==> config.mk <==
export PLATFORM = sky130hd
export DESIGN_NAME = ctmc_top
export DESIGN_NICKNAME = d
export VERILOG_FILES = /design/src/verilog/ctmc_pkg.sv /design/src/verilog/ctmc_clk_tick.sv /design/src/verilog/ctmc_top.sv
export SDC_FILE = /design/constraint.sdc
export NUM_CORES = 1
export LEC_CHECK = 0
export ABC_CLOCK_PERIOD_IN_PS = 4050
export BUFFER_PORTS_ARGS = -buffer_cell sky130_fd_sc_hd__clkbuf_2
export CAP_MARGIN = 20
export CORE_MARGIN = 2
export CORE_UTILIZATION = 40
export CTS_CLUSTER_DIAMETER = 120
export DETAILED_ROUTE_END_ITERATION = 12
export MAX_ROUTING_LAYER = met4
export PLACE_DENSITY_LB_ADDON = 0.12
export SLEW_MARGIN = 15
export SYNTH_ARGS = -nofsm -noshare
export SYNTH_HDL_FRONTEND = slang
export SYNTH_SLANG_ARGS = --single-unit
==> constraint.sdc <==
create_clock -name sys_clk_i -period 4.05 [get_ports sys_clk_i]
set_input_delay 1.215 -clock sys_clk_i [delete_from_list [all_inputs] [get_ports sys_clk_i]]
set_output_delay 1.215 -clock sys_clk_i [all_outputs]
set_load 0.005 [all_outputs]
==> src/verilog/ctmc_pkg.sv <==
package ctmc_pkg;

  // register indices on the plain register port
  localparam logic [2:0] CTMC_ADDR_CTRL0   = 3'h0;  // pause, clock select, run, period bits
  localparam logic [2:0] CTMC_ADDR_CTRL1   = 3'h1;  // timer_mode_output_control
  localparam logic [2:0] CTMC_ADDR_CNT_LO  = 3'h2;  // counter bits 7..0, read only
  localparam logic [2:0] CTMC_ADDR_CNT_HI  = 3'h3;  // counter bits 9..8, read only
  localparam logic [2:0] CTMC_ADDR_CMPA_LO = 3'h4;  // compare_a_value bits 7..0
  localparam logic [2:0] CTMC_ADDR_CMPA_HI = 3'h5;  // compare_a_value bits 9..8
  localparam logic [2:0] CTMC_ADDR_STATUS  = 3'h6;  // output level, run state

  localparam logic [7:0] CTMC_CTRL0_RST = 8'h00;
  localparam logic [7:0] CTMC_CTRL1_RST = 8'h00;

  // counter and comparator geometry
  localparam int         CTMC_CNT_W   = 10;
  localparam int         CTMC_PER_LSB = 7;
  localparam logic [9:0] CTMC_CNT_MAX = 10'h3ff;

  // clock prescale counts
  localparam logic [5:0] CTMC_DIV_SYS4 = 6'h03;
  localparam logic [5:0] CTMC_DIV_H16  = 6'h0f;
  localparam logic [5:0] CTMC_DIV_H64  = 6'h3f;

  typedef enum logic [1:0] {
    CTMC_MODE_CMP = 2'b00,
    CTMC_MODE_UND = 2'b01,
    CTMC_MODE_PWM = 2'b10,
    CTMC_MODE_TMR = 2'b11
  } ctmc_mode_t;

  typedef enum logic [2:0] {
    CTMC_CK_SYS4 = 3'b000,
    CTMC_CK_SYS  = 3'b001,
    CTMC_CK_H16  = 3'b010,
    CTMC_CK_H64  = 3'b011,
    CTMC_CK_TBC  = 3'b100,
    CTMC_CK_UND  = 3'b101,
    CTMC_CK_EXTR = 3'b110,
    CTMC_CK_EXTF = 3'b111
  } ctmc_clksel_t;

  // first control register layout
  typedef struct packed {
    logic         count_pause;
    ctmc_clksel_t counter_clock_select;
    logic         counter_run_enable;
    logic [2:0]   period_compare_bits;
  } ctmc_ctrl0_t;

  // timer_mode_output_control layout
  typedef struct packed {
    ctmc_mode_t  operating_mode_field;
    logic [1:0]  pin_action_field;
    logic        output_initial_level;
    logic        output_invert;
    logic        period_duty_swap;
    logic        clear_source_select;
  } ctmc_ctrl1_t;

  // plain register port request
  typedef struct packed {
    logic [2:0] addr;
    logic [7:0] wdata;
    logic       wr;
    logic       rd;
  } ctmc_req_t;

endpackage : ctmc_pkg

==> src/verilog/ctmc_clk_tick.sv <==
`timescale 1ns/100ps
// counter clock enable generator: one-cycle tick per selected counter clock
module ctmc_clk_tick
  import ctmc_pkg::*;
(
  input  wire logic         sys_clk_i,
  input  wire logic         rst_n_i,
  input  wire ctmc_clksel_t sel_i,
  input  wire logic         tbc_tick_i,
  input  wire logic         ext_i,
  output logic              tick_o
);

  logic [5:0] div_q, div_d;
  logic       ext_q, ext_d;

  // free-running prescaler and edge history of the external input
  always_comb begin
    div_d = div_q + 6'h01;
    ext_d = ext_i;
  end

  always_ff @(posedge sys_clk_i or negedge rst_n_i) begin
    if (!rst_n_i) begin
      div_q <= 6'h00;
      ext_q <= 1'b0;
    end else begin
      div_q <= div_d;
      ext_q <= ext_d;
    end
  end

  // source select; the undefined code yields no tick
  always_comb begin
    unique case (sel_i)
      CTMC_CK_SYS4: tick_o = ((div_q & CTMC_DIV_SYS4) == CTMC_DIV_SYS4);
      CTMC_CK_SYS:  tick_o = 1'b1;
      CTMC_CK_H16:  tick_o = ((div_q & CTMC_DIV_H16) == CTMC_DIV_H16);
      CTMC_CK_H64:  tick_o = (div_q == CTMC_DIV_H64);
      CTMC_CK_TBC:  tick_o = tbc_tick_i;
      CTMC_CK_UND:  tick_o = 1'b0;
      CTMC_CK_EXTR: tick_o = ext_i & ~ext_q;
      CTMC_CK_EXTF: tick_o = ~ext_i & ext_q;
    endcase
  end

endmodule : ctmc_clk_tick

==> src/verilog/ctmc_top.sv <==
`timescale 1ns/100ps
module ctmc_top
  import ctmc_pkg::*;
(
  input  wire logic       sys_clk_i,
  input  wire logic       arst_n_i,
  // register port
  input  wire logic [2:0] reg_addr_i,
  input  wire logic [7:0] reg_wdata_i,
  input  wire logic       reg_wr_i,
  input  wire logic       reg_rd_i,
  output logic [7:0]      reg_rdata_o,
  // far side count sources
  input  wire logic       tbc_tick_i,
  input  wire logic       external_count_input_i,
  // timer pins, power state and match pulses
  output logic            timer_output_pin_zero_o,
  output logic            timer_output_pin_one_o,
  output logic            timer_output_oe_o,
  output logic            timer_powered_o,
  output logic            match_a_o,
  output logic            match_p_o
);

  // register map on the plain port
  //   0: pause, counter clock select, run enable, period compare bits
  //   1: timer_mode_output_control
  //   2, 3: counter bits 7..0 and 9..8, read only
  //   4, 5: compare a value bits 7..0 and 9..8
  //   6: status: pwm duty state, compare level, run history, read only
  //   7: unmapped
  // the counter advances on ticks of the selected counter clock; each tick
  // is one system clock wide, so all state sits in the one clock domain

  // reset release synchroniser
  // reset asserts at once and releases two clock edges later, so no flop
  // leaves reset on an edge that the release itself disturbs
  logic rst_s1_q, rst_n;
  always_ff @(posedge sys_clk_i or negedge arst_n_i) begin
    if (!arst_n_i) begin
      rst_s1_q <= 1'b0;
      rst_n    <= 1'b0;
    end else begin
      rst_s1_q <= 1'b1;
      rst_n    <= rst_s1_q;
    end
  end

  // register state, counter state and pin state
  ctmc_req_t   req;
  ctmc_ctrl0_t ctrl0_q, ctrl0_d;
  ctmc_ctrl1_t ctrl1_q, ctrl1_d;
  logic [9:0]  cmpa_q, cmpa_d;
  logic [7:0]  rdata_q, rdata_d;
  logic [9:0]  cnt_q, cnt_d;
  logic        run_q, run_d;
  logic        out_q, out_d;
  logic        pwm_q, pwm_d;
  logic        hit_p_q, hit_p_d;
  logic        tick;
  logic        eq_a, eq_p, ma, mp, ovf, clr, run_rise;
  logic        lvl, duty_hit;
  logic [2:0]  per_field;
  logic [10:0] per_len;
  logic        cnt_en;
  logic [9:0]  cnt_nx;

  assign req = '{addr: reg_addr_i, wdata: reg_wdata_i, wr: reg_wr_i, rd: reg_rd_i};

  // register writes and read data, answered one cycle after the read strobe
  // indices 2, 3 and 6 are read only and index 7 is unmapped: writes there
  // are dropped, and a read of index 7 answers zero
  // read data stand for exactly one cycle and are zero otherwise, so a
  // master that samples late sees zero rather than stale data
  always_comb begin
    ctrl0_d = ctrl0_q;
    ctrl1_d = ctrl1_q;
    cmpa_d  = cmpa_q;
    rdata_d = 8'h00;
    if (req.wr) begin
      unique case (req.addr)
        CTMC_ADDR_CTRL0:   ctrl0_d = ctmc_ctrl0_t'(req.wdata);
        CTMC_ADDR_CTRL1:   ctrl1_d = ctmc_ctrl1_t'(req.wdata);
        CTMC_ADDR_CMPA_LO: cmpa_d[7:0] = req.wdata;
        CTMC_ADDR_CMPA_HI: cmpa_d[9:8] = req.wdata[1:0];
        default:           ;
      endcase
    end
    if (req.rd) begin
      unique case (req.addr)
        CTMC_ADDR_CTRL0:   rdata_d = ctrl0_q;
        CTMC_ADDR_CTRL1:   rdata_d = ctrl1_q;
        CTMC_ADDR_CNT_LO:  rdata_d = cnt_q[7:0];
        CTMC_ADDR_CNT_HI:  rdata_d = {6'h00, cnt_q[9:8]};
        CTMC_ADDR_CMPA_LO: rdata_d = cmpa_q[7:0];
        CTMC_ADDR_CMPA_HI: rdata_d = {6'h00, cmpa_q[9:8]};
        CTMC_ADDR_STATUS:  rdata_d = {5'h00, pwm_q, out_q, run_q};
        default:           rdata_d = 8'h00;
      endcase
    end
  end

  always_ff @(posedge sys_clk_i or negedge rst_n) begin
    if (!rst_n) begin
      ctrl0_q <= ctmc_ctrl0_t'(CTMC_CTRL0_RST);
      ctrl1_q <= ctmc_ctrl1_t'(CTMC_CTRL1_RST);
      cmpa_q  <= 10'h000;
      rdata_q <= 8'h00;
    end else begin
      ctrl0_q <= ctrl0_d;
      ctrl1_q <= ctrl1_d;
      cmpa_q  <= cmpa_d;
      rdata_q <= rdata_d;
    end
  end

  assign reg_rdata_o = rdata_q;

  // counter clock source selection
  // the prescaler runs free, so the first tick after a change of source
  // may come early; the undefined code gives no tick and stops the count
  ctmc_clk_tick u_tick (
    .sys_clk_i  (sys_clk_i),
    .rst_n_i    (rst_n),
    .sel_i      (ctrl0_q.counter_clock_select),
    .tbc_tick_i (tbc_tick_i),
    .ext_i      (external_count_input_i),
    .tick_o     (tick)
  );

  // comparators and clear decision
  // both comparators look at the value the counter takes on this tick, so a
  // clear lands on the match count itself: a period of n counter clocks
  // shows the values 0 to n-1; comparing the present value would stretch
  // every period by one clock
  // the compare a value is written one byte at a time with no buffer, so a
  // running comparator may briefly see a half-written value
  always_comb begin
    per_field = ctrl0_q.period_compare_bits;
    run_rise  = ctrl0_q.counter_run_enable & ~run_q;
    // counting tick: running, not paused, not the restart cycle
    cnt_en    = ctrl0_q.counter_run_enable & ~ctrl0_q.count_pause &
                tick & ~run_rise;
    cnt_nx    = cnt_q + 10'h001;
    eq_a      = (cnt_nx == cmpa_q);
    eq_p      = (cnt_nx[CTMC_CNT_W-1:CTMC_PER_LSB] == per_field) &&
                (per_field != 3'b000);
    // the a comparator matches one count only; the p comparator stays
    // equal for 128 counts, so a latch keeps its pulse to the first one
    ma        = cnt_en & eq_a;
    mp        = cnt_en & eq_p & ~hit_p_q;
    ovf       = (cnt_q == CTMC_CNT_MAX);
    // period length in counter clocks: 000 stands for 1024
    per_len   = (per_field == 3'b000) ? 11'h400 : {1'b0, per_field, 7'h00};
    // pwm: the period register clears the counter and the other sets the duty,
    // or the reverse with the swap bit set; all other modes follow the clear select bit
    if (ctrl1_q.operating_mode_field == CTMC_MODE_PWM) begin
      // the clear select bit plays no part here
      clr = ctrl1_q.period_duty_swap ? ma : (mp | ovf);
    end else if (ctrl1_q.clear_source_select) begin
      clr = ma;
    end else begin
      clr = mp | ovf;
    end
  end

  // counter, period match latch and run edge history
  // a run enable rising edge wins over a counting tick in the same cycle, so
  // a restart always begins from zero; a falling edge simply stops the
  // ticks and the count stays where it was
  always_comb begin
    cnt_d   = cnt_q;
    hit_p_d = hit_p_q;
    run_d   = ctrl0_q.counter_run_enable;
    if (run_rise) begin
      cnt_d   = 10'h000;
      hit_p_d = 1'b0;
    end else if (cnt_en) begin
      hit_p_d = eq_p;
      cnt_d   = clr ? 10'h000 : cnt_nx;
    end
  end

  always_ff @(posedge sys_clk_i or negedge rst_n) begin
    if (!rst_n) begin
      cnt_q   <= 10'h000;
      hit_p_q <= 1'b0;
      run_q   <= 1'b0;
    end else begin
      cnt_q   <= cnt_d;
      hit_p_q <= hit_p_d;
      run_q   <= run_d;
    end
  end

  // compare-mode pin level and PWM duty state
  // the compare level changes only on a restart or on a counting tick that matches, so a
  // toggle happens once per match even with a slow counter clock
  // the duty state is kept in every mode, so the pwm waveform is ready the
  // moment the pin action field selects it
  always_comb begin
    out_d = out_q;
    pwm_d = pwm_q;
    duty_hit = ctrl1_q.period_duty_swap
             ? ({1'b0, cnt_q} >= per_len)
             : (cnt_q >= cmpa_q);
    if (run_rise) begin
      if (ctrl1_q.operating_mode_field == CTMC_MODE_CMP) begin
        out_d = ctrl1_q.output_initial_level;
      end
    end else if (ma && ctrl1_q.operating_mode_field == CTMC_MODE_CMP) begin
      // setting a level equal to the present one leaves the pin unchanged
      unique case (ctrl1_q.pin_action_field)
        2'b00: out_d = out_q;
        2'b01: out_d = 1'b0;
        2'b10: out_d = 1'b1;
        2'b11: out_d = ~out_q;
      endcase
    end
    // duty phase is active until the duty compare value is reached
    pwm_d = ctrl0_q.counter_run_enable & ~duty_hit;
  end

  always_ff @(posedge sys_clk_i or negedge rst_n) begin
    if (!rst_n) begin
      out_q <= 1'b0;
      pwm_q <= 1'b0;
    end else begin
      out_q <= out_d;
      pwm_q <= pwm_d;
    end
  end

  // pin level by mode, then polarity inversion
  // forced pwm levels follow the active polarity: active is the initial
  // level bit, inactive its inverse; the undefined codes give a low level
  always_comb begin
    lvl = 1'b0;
    unique case (ctrl1_q.operating_mode_field)
      CTMC_MODE_CMP: lvl = out_q;
      CTMC_MODE_PWM: begin
        unique case (ctrl1_q.pin_action_field)
          2'b00: lvl = ~ctrl1_q.output_initial_level;
          2'b01: lvl = ctrl1_q.output_initial_level;
          2'b10: lvl = pwm_q ? ctrl1_q.output_initial_level
                             : ~ctrl1_q.output_initial_level;
          2'b11: lvl = 1'b0;
        endcase
      end
      CTMC_MODE_TMR: lvl = 1'b0;
      CTMC_MODE_UND: lvl = 1'b0;
    endcase
  end

  // both pins carry the same signal, the second one inverted
  assign timer_output_pin_zero_o = lvl ^ ctrl1_q.output_invert;
  assign timer_output_pin_one_o  = ~timer_output_pin_zero_o;
  // no drive in timer/counter or undefined mode
  assign timer_output_oe_o = ~ctrl1_q.operating_mode_field[0];
  assign timer_powered_o   = ctrl0_q.counter_run_enable;
  // match pulses are already one counting tick wide
  assign match_a_o         = ma;
  assign match_p_o         = mp;

endmodule : ctmc_top

==> metrics.yaml, run 1 <==
setup_path:
  critPathCaptureType: "primary output"
  worst-path-buf-inv: 2
  crit_fanout: 8
  r2r_slack_ns: 1.06
  worstSetupPathDepth: 9
  cpPeakStageDelay_ns: 0.45
  worstPathArrival_ns: 2.66
  critPathLaunchType: "flop"
  rr_worst_depth: 10
  r2r_start: "cnt_q[0]$_DFFE_PN0P_"
  critical_path.startpoint: "cnt_q[1]$_DFFE_PN0P_"
  worstSetupEndpoint: "match_a_o"
  rr_endpoint: "cnt_q[2]$_DFFE_PN0P_"
  critical_path_class: "flop to primary output"
  required_ns: 2.83
  crit_chain: "inv_1 -> ha_1 -> xor2_1 -> a211oi_1 -> o311a_2 -> o2111ai_1 -> or3_1 -> nor3_2 -> clkbuf_2"
  path_delay_family: "compound AO/OA/AOI/OAI gates"
  critPathSlowestCell: "dfrtp_2"
floorplan:
  start_util_pct: 40.8
  die_x_um: 100
  core_um2: 9110
  dieArea_um2: 10100
  rows: 35
  io_pins: 31
  die_y_um: 100
route:
  wl_per_cell_um: 18.4
  drc_errors: 0
  postRouteAntennaNets: 0
  vias_per_cell: 5.63
  via_count: 2996
  totalWireLength_mm: 9.77
  first_pass_iters: 5
  drt-initial-drc-count: 221
global_route:
  grt-ovfl-total: 0
  grt_max_degree: 56
  grt_usage_pct: 21.3
  global_route.usage.met3_pct: 4.53
  grt_pass1_vias: 2998
  antenna_found_initial: 0
  grt-busiest-layer: "met2"
  grt_pass1_wl_mm: 15.9
  met1_usage_pct: 28.9
  grt_util_met2_pct: 32.9
yosys:
  syn_nets: 414
  yosysWarningCount: 0
  post-synth-top-area-cell: "dfrtp_1"
  synth_seq_cells: 57
  netlist.area_leader.share_pct: 38.4
  yosys-top-cells-area: "dfrtp_1 38%, ha_1 5.4%, mux2_2 4.5%, o21ai_0 3.5%, nand2_1 3.1%"
  synth_seq_area_share_pct: 38.4
  avgSynthCellArea_um2: 9.76
  ys.flop_type: "dfrtp_1"
  synthesis.area_um2: 3720
  synth.distinct_cells: 69
  synth_cells: 381
  synth_edf_count: 0
  async_reset_ff_share_pct: 100
outcome:
  status: "complete, no violations"
sta:
  fin_ws_ns: 0.173
  finalClockSkew_ns: 0.0125
  final-max-slew-violation-count: 0
  period_minus_slack_ns: 3.88
  finalCritPeriodShare_pct: 95.7
  relSlewSlack_pct: 51.4
  worst_slew_pin_slew_ns: 0.729
  finalSetupViolations: 0
  max_freq_mhz: 258
  hold_viol: 0
hold_path:
  hold_class: "flop to flop"
clock_network:
  clock_sinks: 57
  cts_tree: "yes"
  clk_path_buf_depth: 2
  htree_num_levels: 3
  cts_buffers: 9
  clockRootBuffer: "clkbuf_8"
  clk_latency_ns: 0.35
  clk_pin_slew_ns: 0.07
power_and_ir_drop:
  ir_worst_vdd_uv: 252
  power_density_nw_per_um2: 441
  power_frac_comb_pct: 28.1
  p_sw_w: 0.000652
  power_switching_share_pct: 35.0
  clockPowerShare_pct: 30.8
  p_int_w: 0.00121
  pwr-share-seq_pct: 41.2
  power_leakage_nw: 1.87
cells_and_area:
  multi_input_area_um2: 2110
  nNetsFinal: 449
  antenna_cells: 0
  final_layout_size_suffix_gt1_share_pct: 25.7
  syn_to_final_growth_pct: 13.5
  fillers: 919
  postLayoutCellArea_um2: 4220
  regArea_um2: 1430
placed_design:
  numPortBuffers: 30
  place_hpwl_mm: 7.14
  gp_congestion: 0.859
  dp_slack_ns: 0.313
  place_area_um2: 3980
job:
  drv_cap: 0
==> synth_stat cells, drive strengths merged (3+ instances only) <==
cell and instances:
nand3 20, clkbuf 11, o211ai 7, a21oi 19, nor2 20, nand4 4, nor3 7, o31ai 6
and3 9, o21ai 32, nor2b 5, nor3b 5, inv 24, xnor2 10, and2 7, a21o 4
a22o 5, nand2 31, a31oi 4, ha 16, buf 7, dfrtp 57, mux2i 9, mux4 3
xor2 7, mux2 15, or3 6
==> power groups by stage <==
| stage | clock network, W | registers (W) | logic [W] |
|---|---|---|---|
| final | 0.000573 | 0.000766 | 0.000523 |
| after CTS | 0.000584 | 0.000771 | 0.000497 |
| after detailed placement | 0 | 0.000780 | 0.000494 |
| after floorplan | 0 | 0.000740 | 0.000373 |
| after global placement | 0 | 0.000776 | 0.000489 |
| after global routing | 0.000608 | 0.000780 | 0.000580 |
==> final cells by class <==
cell class | instances | area share [%]
multi-input combinational | 281 | 49.9
sequential | 57 | 33.9
clock buffer | 12 | 3.68
tap | 111 | 3.29
timing repair buffer | 43 | 5.87
clock inverter | 4 | 1.22
inverter | 24 | 2.13
==> sequential cells by signal (all words and copies together), names as in the netlist, 3 cells and up <==
signal        flops
cmpa_q           10
per_field         3
reg_rdata_o       8
ctrl0_q           4
cnt_q            10
u_tick.div_q      6
ctrl1_q           8
==> logic make-up after synthesis <==
| logic type | Yosys count | synth area share [%] |
|---|---|---|
| AO/OA/AOI/OAI | 95 | 19.2 |
| XOR/XNOR | 17 | 4.01 |
| adder cells (fa/ha/maj) | 16 | 5.39 |
| buffers and inverters | 43 | 5.08 |
| flip-flops | 57 | 38.4 |
| multiplexers | 27 | 8.78 |
| other | 1 | 0.101 |
| AND/OR/NAND/NOR | 125 | 19.1 |
==> placed cells by master (no fill, tap or decap), types with 3 or more instances in the layout <==
cell type and instances:
mux2i_1 9, a21oi_1 18, or3_1 4, inv_1 24
o21ai_2 4, dfrtp_2 3, and2_1 7, nor2_1 20
o31ai_2 3, mux4_2 3, o21ai_0 26, xor2_1 7
a21o_1 3, nor3b_1 5, mux2_2 15, clkbuf_8 11
xnor2_1 10, o211ai_1 5, buf_4 13, clkbuf_2 30
nand3_1 18, dfrtp_1 54, nand2_1 31, o31ai_1 3
nor2b_1 5, nand4_1 3, nor3_1 5, and3_1 7
a22o_1 5, ha_1 16
==> worst register-to-register path, cell delays in order (launching register included) <==
cell	delay, ns
dfrtp_2	0.40
buf_4	0.13
ha_1	0.23
nand4_1	0.20
o21ai_0	0.29
a31oi_1	0.16
or4_4	0.55
nor4_4	0.30
nor3_2	0.11
a21oi_4	0.38
o311ai_2	0.12
==> timing repair <==
| action | 4_1_cts | 5_1_grt |
|---|---|---|
| endpoints found under the hold margin | 0 | 0 |
| buffers inserted | 0 | 3 |
| gates resized for setup | 1 | 2 |
| setup endpoints to repair | 1 | 1 |
| hold buffers | 0 | 0 |
==> worst min path at each step <==
stage,start,to,depth (start not counted),slack [ns]
after CTS,rst_s1_q$_DFF_PN0_,rst_n$_DFF_PN0_,0,0.37
after floorplan,rst_s1_q$_DFF_PN0_,rst_n$_DFF_PN0_,0,0.33
final,rst_s1_q$_DFF_PN0_,rst_n$_DFF_PN0_,0,0.37
after global placement,rst_s1_q$_DFF_PN0_,rst_n$_DFF_PN0_,0,0.34
after detailed placement,rst_s1_q$_DFF_PN0_,rst_n$_DFF_PN0_,0,0.34
after global routing,rst_s1_q$_DFF_PN0_,rst_n$_DFF_PN0_,0,0.37
==> layer usage <==
metal	part of all wire, %	up-vias	wire length, µm
met3	4.1	4	403
met5	0	-	0
met2	47	69	4630
li1	-	1446	-
met4	0.74	0	72
met1	48	1477	4660
==> stage by stage <==
| step | TNS (ns) | util, % | hold WS, ns | instances | power, W |
|---|---|---|---|---|---|
| after floorplan | 0 | - | 0.331 | 381 | 0.00111 |
| after global placement | 0 | 43.7 | 0.341 | 513 | 0.00127 |
| after detailed placement | 0 | 43.7 | 0.335 | 513 | 0.00127 |
| after CTS | 0 | 46.0 | 0.368 | 529 | 0.00185 |
| after global routing | -0.00344 | 46.3 | 0.372 | 532 | 0.00197 |
| final | 0 | 46.3 | 0.366 | 532 | 0.00186 |
(Power assumes the default switching activity.)
==> run 2: changes to the inputs <==
--- a/config.mk
+++ b/config.mk
@@ -5,9 +5,8 @@
 export SDC_FILE = /design/constraint.sdc
 export NUM_CORES = 1
 export LEC_CHECK = 0
-export ABC_CLOCK_PERIOD_IN_PS = 4050
+export ABC_CLOCK_PERIOD_IN_PS = 4750
 export BUFFER_PORTS_ARGS = -buffer_cell sky130_fd_sc_hd__clkbuf_2
-export CAP_MARGIN = 20
 export CORE_MARGIN = 2
 export CORE_UTILIZATION = 40
 export CTS_CLUSTER_DIAMETER = 120
==> constraint.sdc (replaced) <==
create_clock -name sys_clk_i -period 4.75 [get_ports sys_clk_i]
set_input_delay 1.425 -clock sys_clk_i [delete_from_list [all_inputs] [get_ports sys_clk_i]]
set_output_delay 1.425 -clock sys_clk_i [all_outputs]
set_load 0.005 [all_outputs]
==> run 2 against run 1 <==
Sequential cell count stayed put. Critical path depth stayed put. Setup slack better by 0.21 ns. Sequential power is 14% lower. Via count is 3.4% lower. Die area stayed put. Clock power is 19% lower. Total power is 17% lower. Count of clock-buffer cells in the layout is 2 lower. Sequential share of layout area is 0.66 points higher. First-iteration DRC count is 50% lower. Final area is 2.1% lower.
==> metrics.yaml, run 2 (synthesis gave the netlist of run 1 again) <==
power_and_ir_drop:
  power_density_nw_per_um2: 373  # -15%
  power_leakage_nw: 1.82  # -2.7%
  ir_worst_vdd_uv: 162  # -36%
  power.total_w: 0.00154  # -17%
placed_design:
  place_area_um2: 3940  # -1.1%
  dp_slack_ns: 0.603  # +0.290 ns
  numPortBuffers: 30  # unchanged
  place_hpwl_mm: 6.87  # -3.8%
  gp_congestion: 0.846  # -1.5%
global_route:
  grt_pass1_wl_mm: 15.6  # -2.2%
  grt_usage_pct: 20.9  # -0.40 points
  grt_max_degree: 56  # unchanged
  grt_pass1_vias: 2918  # -2.7%
  grt-ovfl-total: 0  # unchanged
  antenna_found_initial: 0  # unchanged
clock_network:
  cts_buffers: 9  # unchanged
  clk_pin_slew_ns: 0.07  # about the same
  cts_setup_buffers: 0  # unchanged
  clock_sinks: 57  # unchanged
  cts_tree: "yes"
  htree_num_levels: 3  # unchanged
  clk_latency_ns: 0.34  # about the same
  clk_path_buf_depth: 2  # unchanged
  clockRootBuffer: "clkbuf_8"
  cts.repair.resized: 0  # -1
  cts_hold_buf: 0  # unchanged
setup_path:
  crit_fanout: 8  # unchanged
  critPathCaptureType: "primary output"
  critPathLaunchType: "flop"
  cpPeakStageDelay_ns: 0.50  # +0.05 ns
  rr_worst_depth: 8  # -2
  critPathSlowestCell: "dfrtp_1"
  worstPathArrival_ns: 2.94  # +0.28 ns
  crit_chain: "inv_1 -> ha_1 -> xor2_1 -> a211oi_1 -> o311a_2 -> o2111ai_1 -> or3_1 -> nor3_1 -> clkbuf_2"
  critical_path_class: "flop to primary output"
  required_ns: 3.32  # +0.49 ns
cells_and_area:
  mostFrequentLayoutCells: "56 x dfrtp_1, 31 x nand2_1, 30 x clkbuf_2, 26 x o21ai_0, 24 x inv_1"
  postLayoutCellArea_um2: 4130  # -2.1%
  multi_input_area_um2: 2100  # -0.24%
  final_common_cell: "dfrtp_1"
  nNetsFinal: 440  # -2.0%
  reg_top3: "cmpa_q: 10 flops, cnt_q: 10 flops"
  regArea_um2: 1430  # -0.17%
  final_layout_size_suffix_gt1_share_pct: 23.4  # -2.3 points
  fin_util_pct: 45.4  # -0.96 points
  antenna_cells: 0  # unchanged
  syn_to_final_growth_pct: 11.2
  fillers: 921  # +0.22%
outcome:
  status: "complete, no violations"
sta:
  final-max-slew-violation-count: 0  # unchanged
  setup-tns-final_ns: 0  # unchanged
  relSlewSlack_pct: 51.5  # +0.13 points
  period_minus_slack_ns: 4.37
  finalSetupViolations: 0  # unchanged
  hold_viol: 0  # unchanged
  max_freq_mhz: 229
  rsz0062_at_grt: "false"
  worst_slew_pin_slew_ns: 0.721  # -0.00744 ns
  finalClockSkew_ns: 0.00877  # -0.00376 ns
  finalCritPeriodShare_pct: 91.9
  fin_ws_ns: 0.383  # +0.210 ns
floorplan:
  die_x_um: 100  # unchanged
  dieArea_um2: 10100  # unchanged
  core_um2: 9110  # unchanged
  rows: 35  # unchanged
  start_util_pct: 40.8  # unchanged
  io_pins: 31  # unchanged
  die_y_um: 100  # unchanged
job:
  drv_cap: 0  # unchanged
route:
  postRouteAntennaNets: 0  # unchanged
  drt-initial-drc-count: 111  # -50%
  drc_errors: 0  # unchanged
  wl_per_cell_um: 18.2  # -0.75%
  first_pass_iters: 5  # unchanged
  totalWireLength_mm: 9.51  # -2.6%
  vias_per_cell: 5.54  # -1.6%
  via_count: 2893  # -3.4%
hold_path:
  hold_class: "flop to flop"
  hold_depth: 0  # unchanged
[run 2: worst max-delay path, delay by kind of cell (launching register included)]
kind | cells | cell delay (ns)
xor gates and xnor gates | 1 | 0.17
buffers and inverters | 2 | 0.27
AOI/OAI and AO/OA | 3 | 0.69
adders and majority gates | 1 | 0.33
and+or+nand+nor | 2 | 0.65
DFF | 1 | 0.50
[run 2: layout make-up]
type / count / share of cell area, %
multi-input combinational: 281 / 50.9
clock buffer: 10 / 3.33
inverter: 24 / 2.18
clock inverter: 5 / 1.36
sequential: 57 / 34.5
tap: 111 / 3.36
timing repair buffer: 34 / 4.36
[run 2: path summary, 6_finish.rpt]
| kind | start | end | slack (ns) |
|---|---|---|---|
| max | cnt_q[0]$_DFFE_PN0P_ | match_a_o | 0.38 |
| max in group asynchronous | arst_n_i | rst_n$_DFF_PN0_ | 3.79 |
| max reg2reg | cnt_q[4]$_DFFE_PN0P_ | cnt_q[2]$_DFFE_PN0P_ | 1.61 |
| min in group asynchronous | rst_n$_DFF_PN0_ | cmpa_q[8]$_DFFE_PN0P_ | 0.40 |
| min reg2reg | rst_s1_q$_DFF_PN0_ | rst_n$_DFF_PN0_ | 0.36 |
| min | rst_s1_q$_DFF_PN0_ | rst_n$_DFF_PN0_ | 0.36 |
[run 2: metal layers]
metal | global-route usage, % | wire, µm | share of wire (%) | vias to the layer above
met5 | - | 0 | 0 | -
met3 | 3.41 | 301 | 3.2 | 9
met1 | 28.0 | 4560 | 48 | 1402
li1 | - | - | - | 1433
met4 | 6.95 | 150 | 1.6 | 0
met2 | 32.4 | 4500 | 47 | 49
[run 2: through the flow]
stage                     hold WS, ns  cells
after floorplan                 0.331    381
after global placement          0.340    507
after detailed placement        0.336    507
after CTS                       0.366    522
after global routing            0.374    522
final                           0.363    522
[run 2: power breakdown]
part	total (W)	internal, W	switching (W)	leakage [nW]
sequential	0.000658	0.000553	0.000105	0.717
combinational	0.000420	0.000190	0.000229	1.00
clock	0.000464	0.000253	0.000211	0.0981
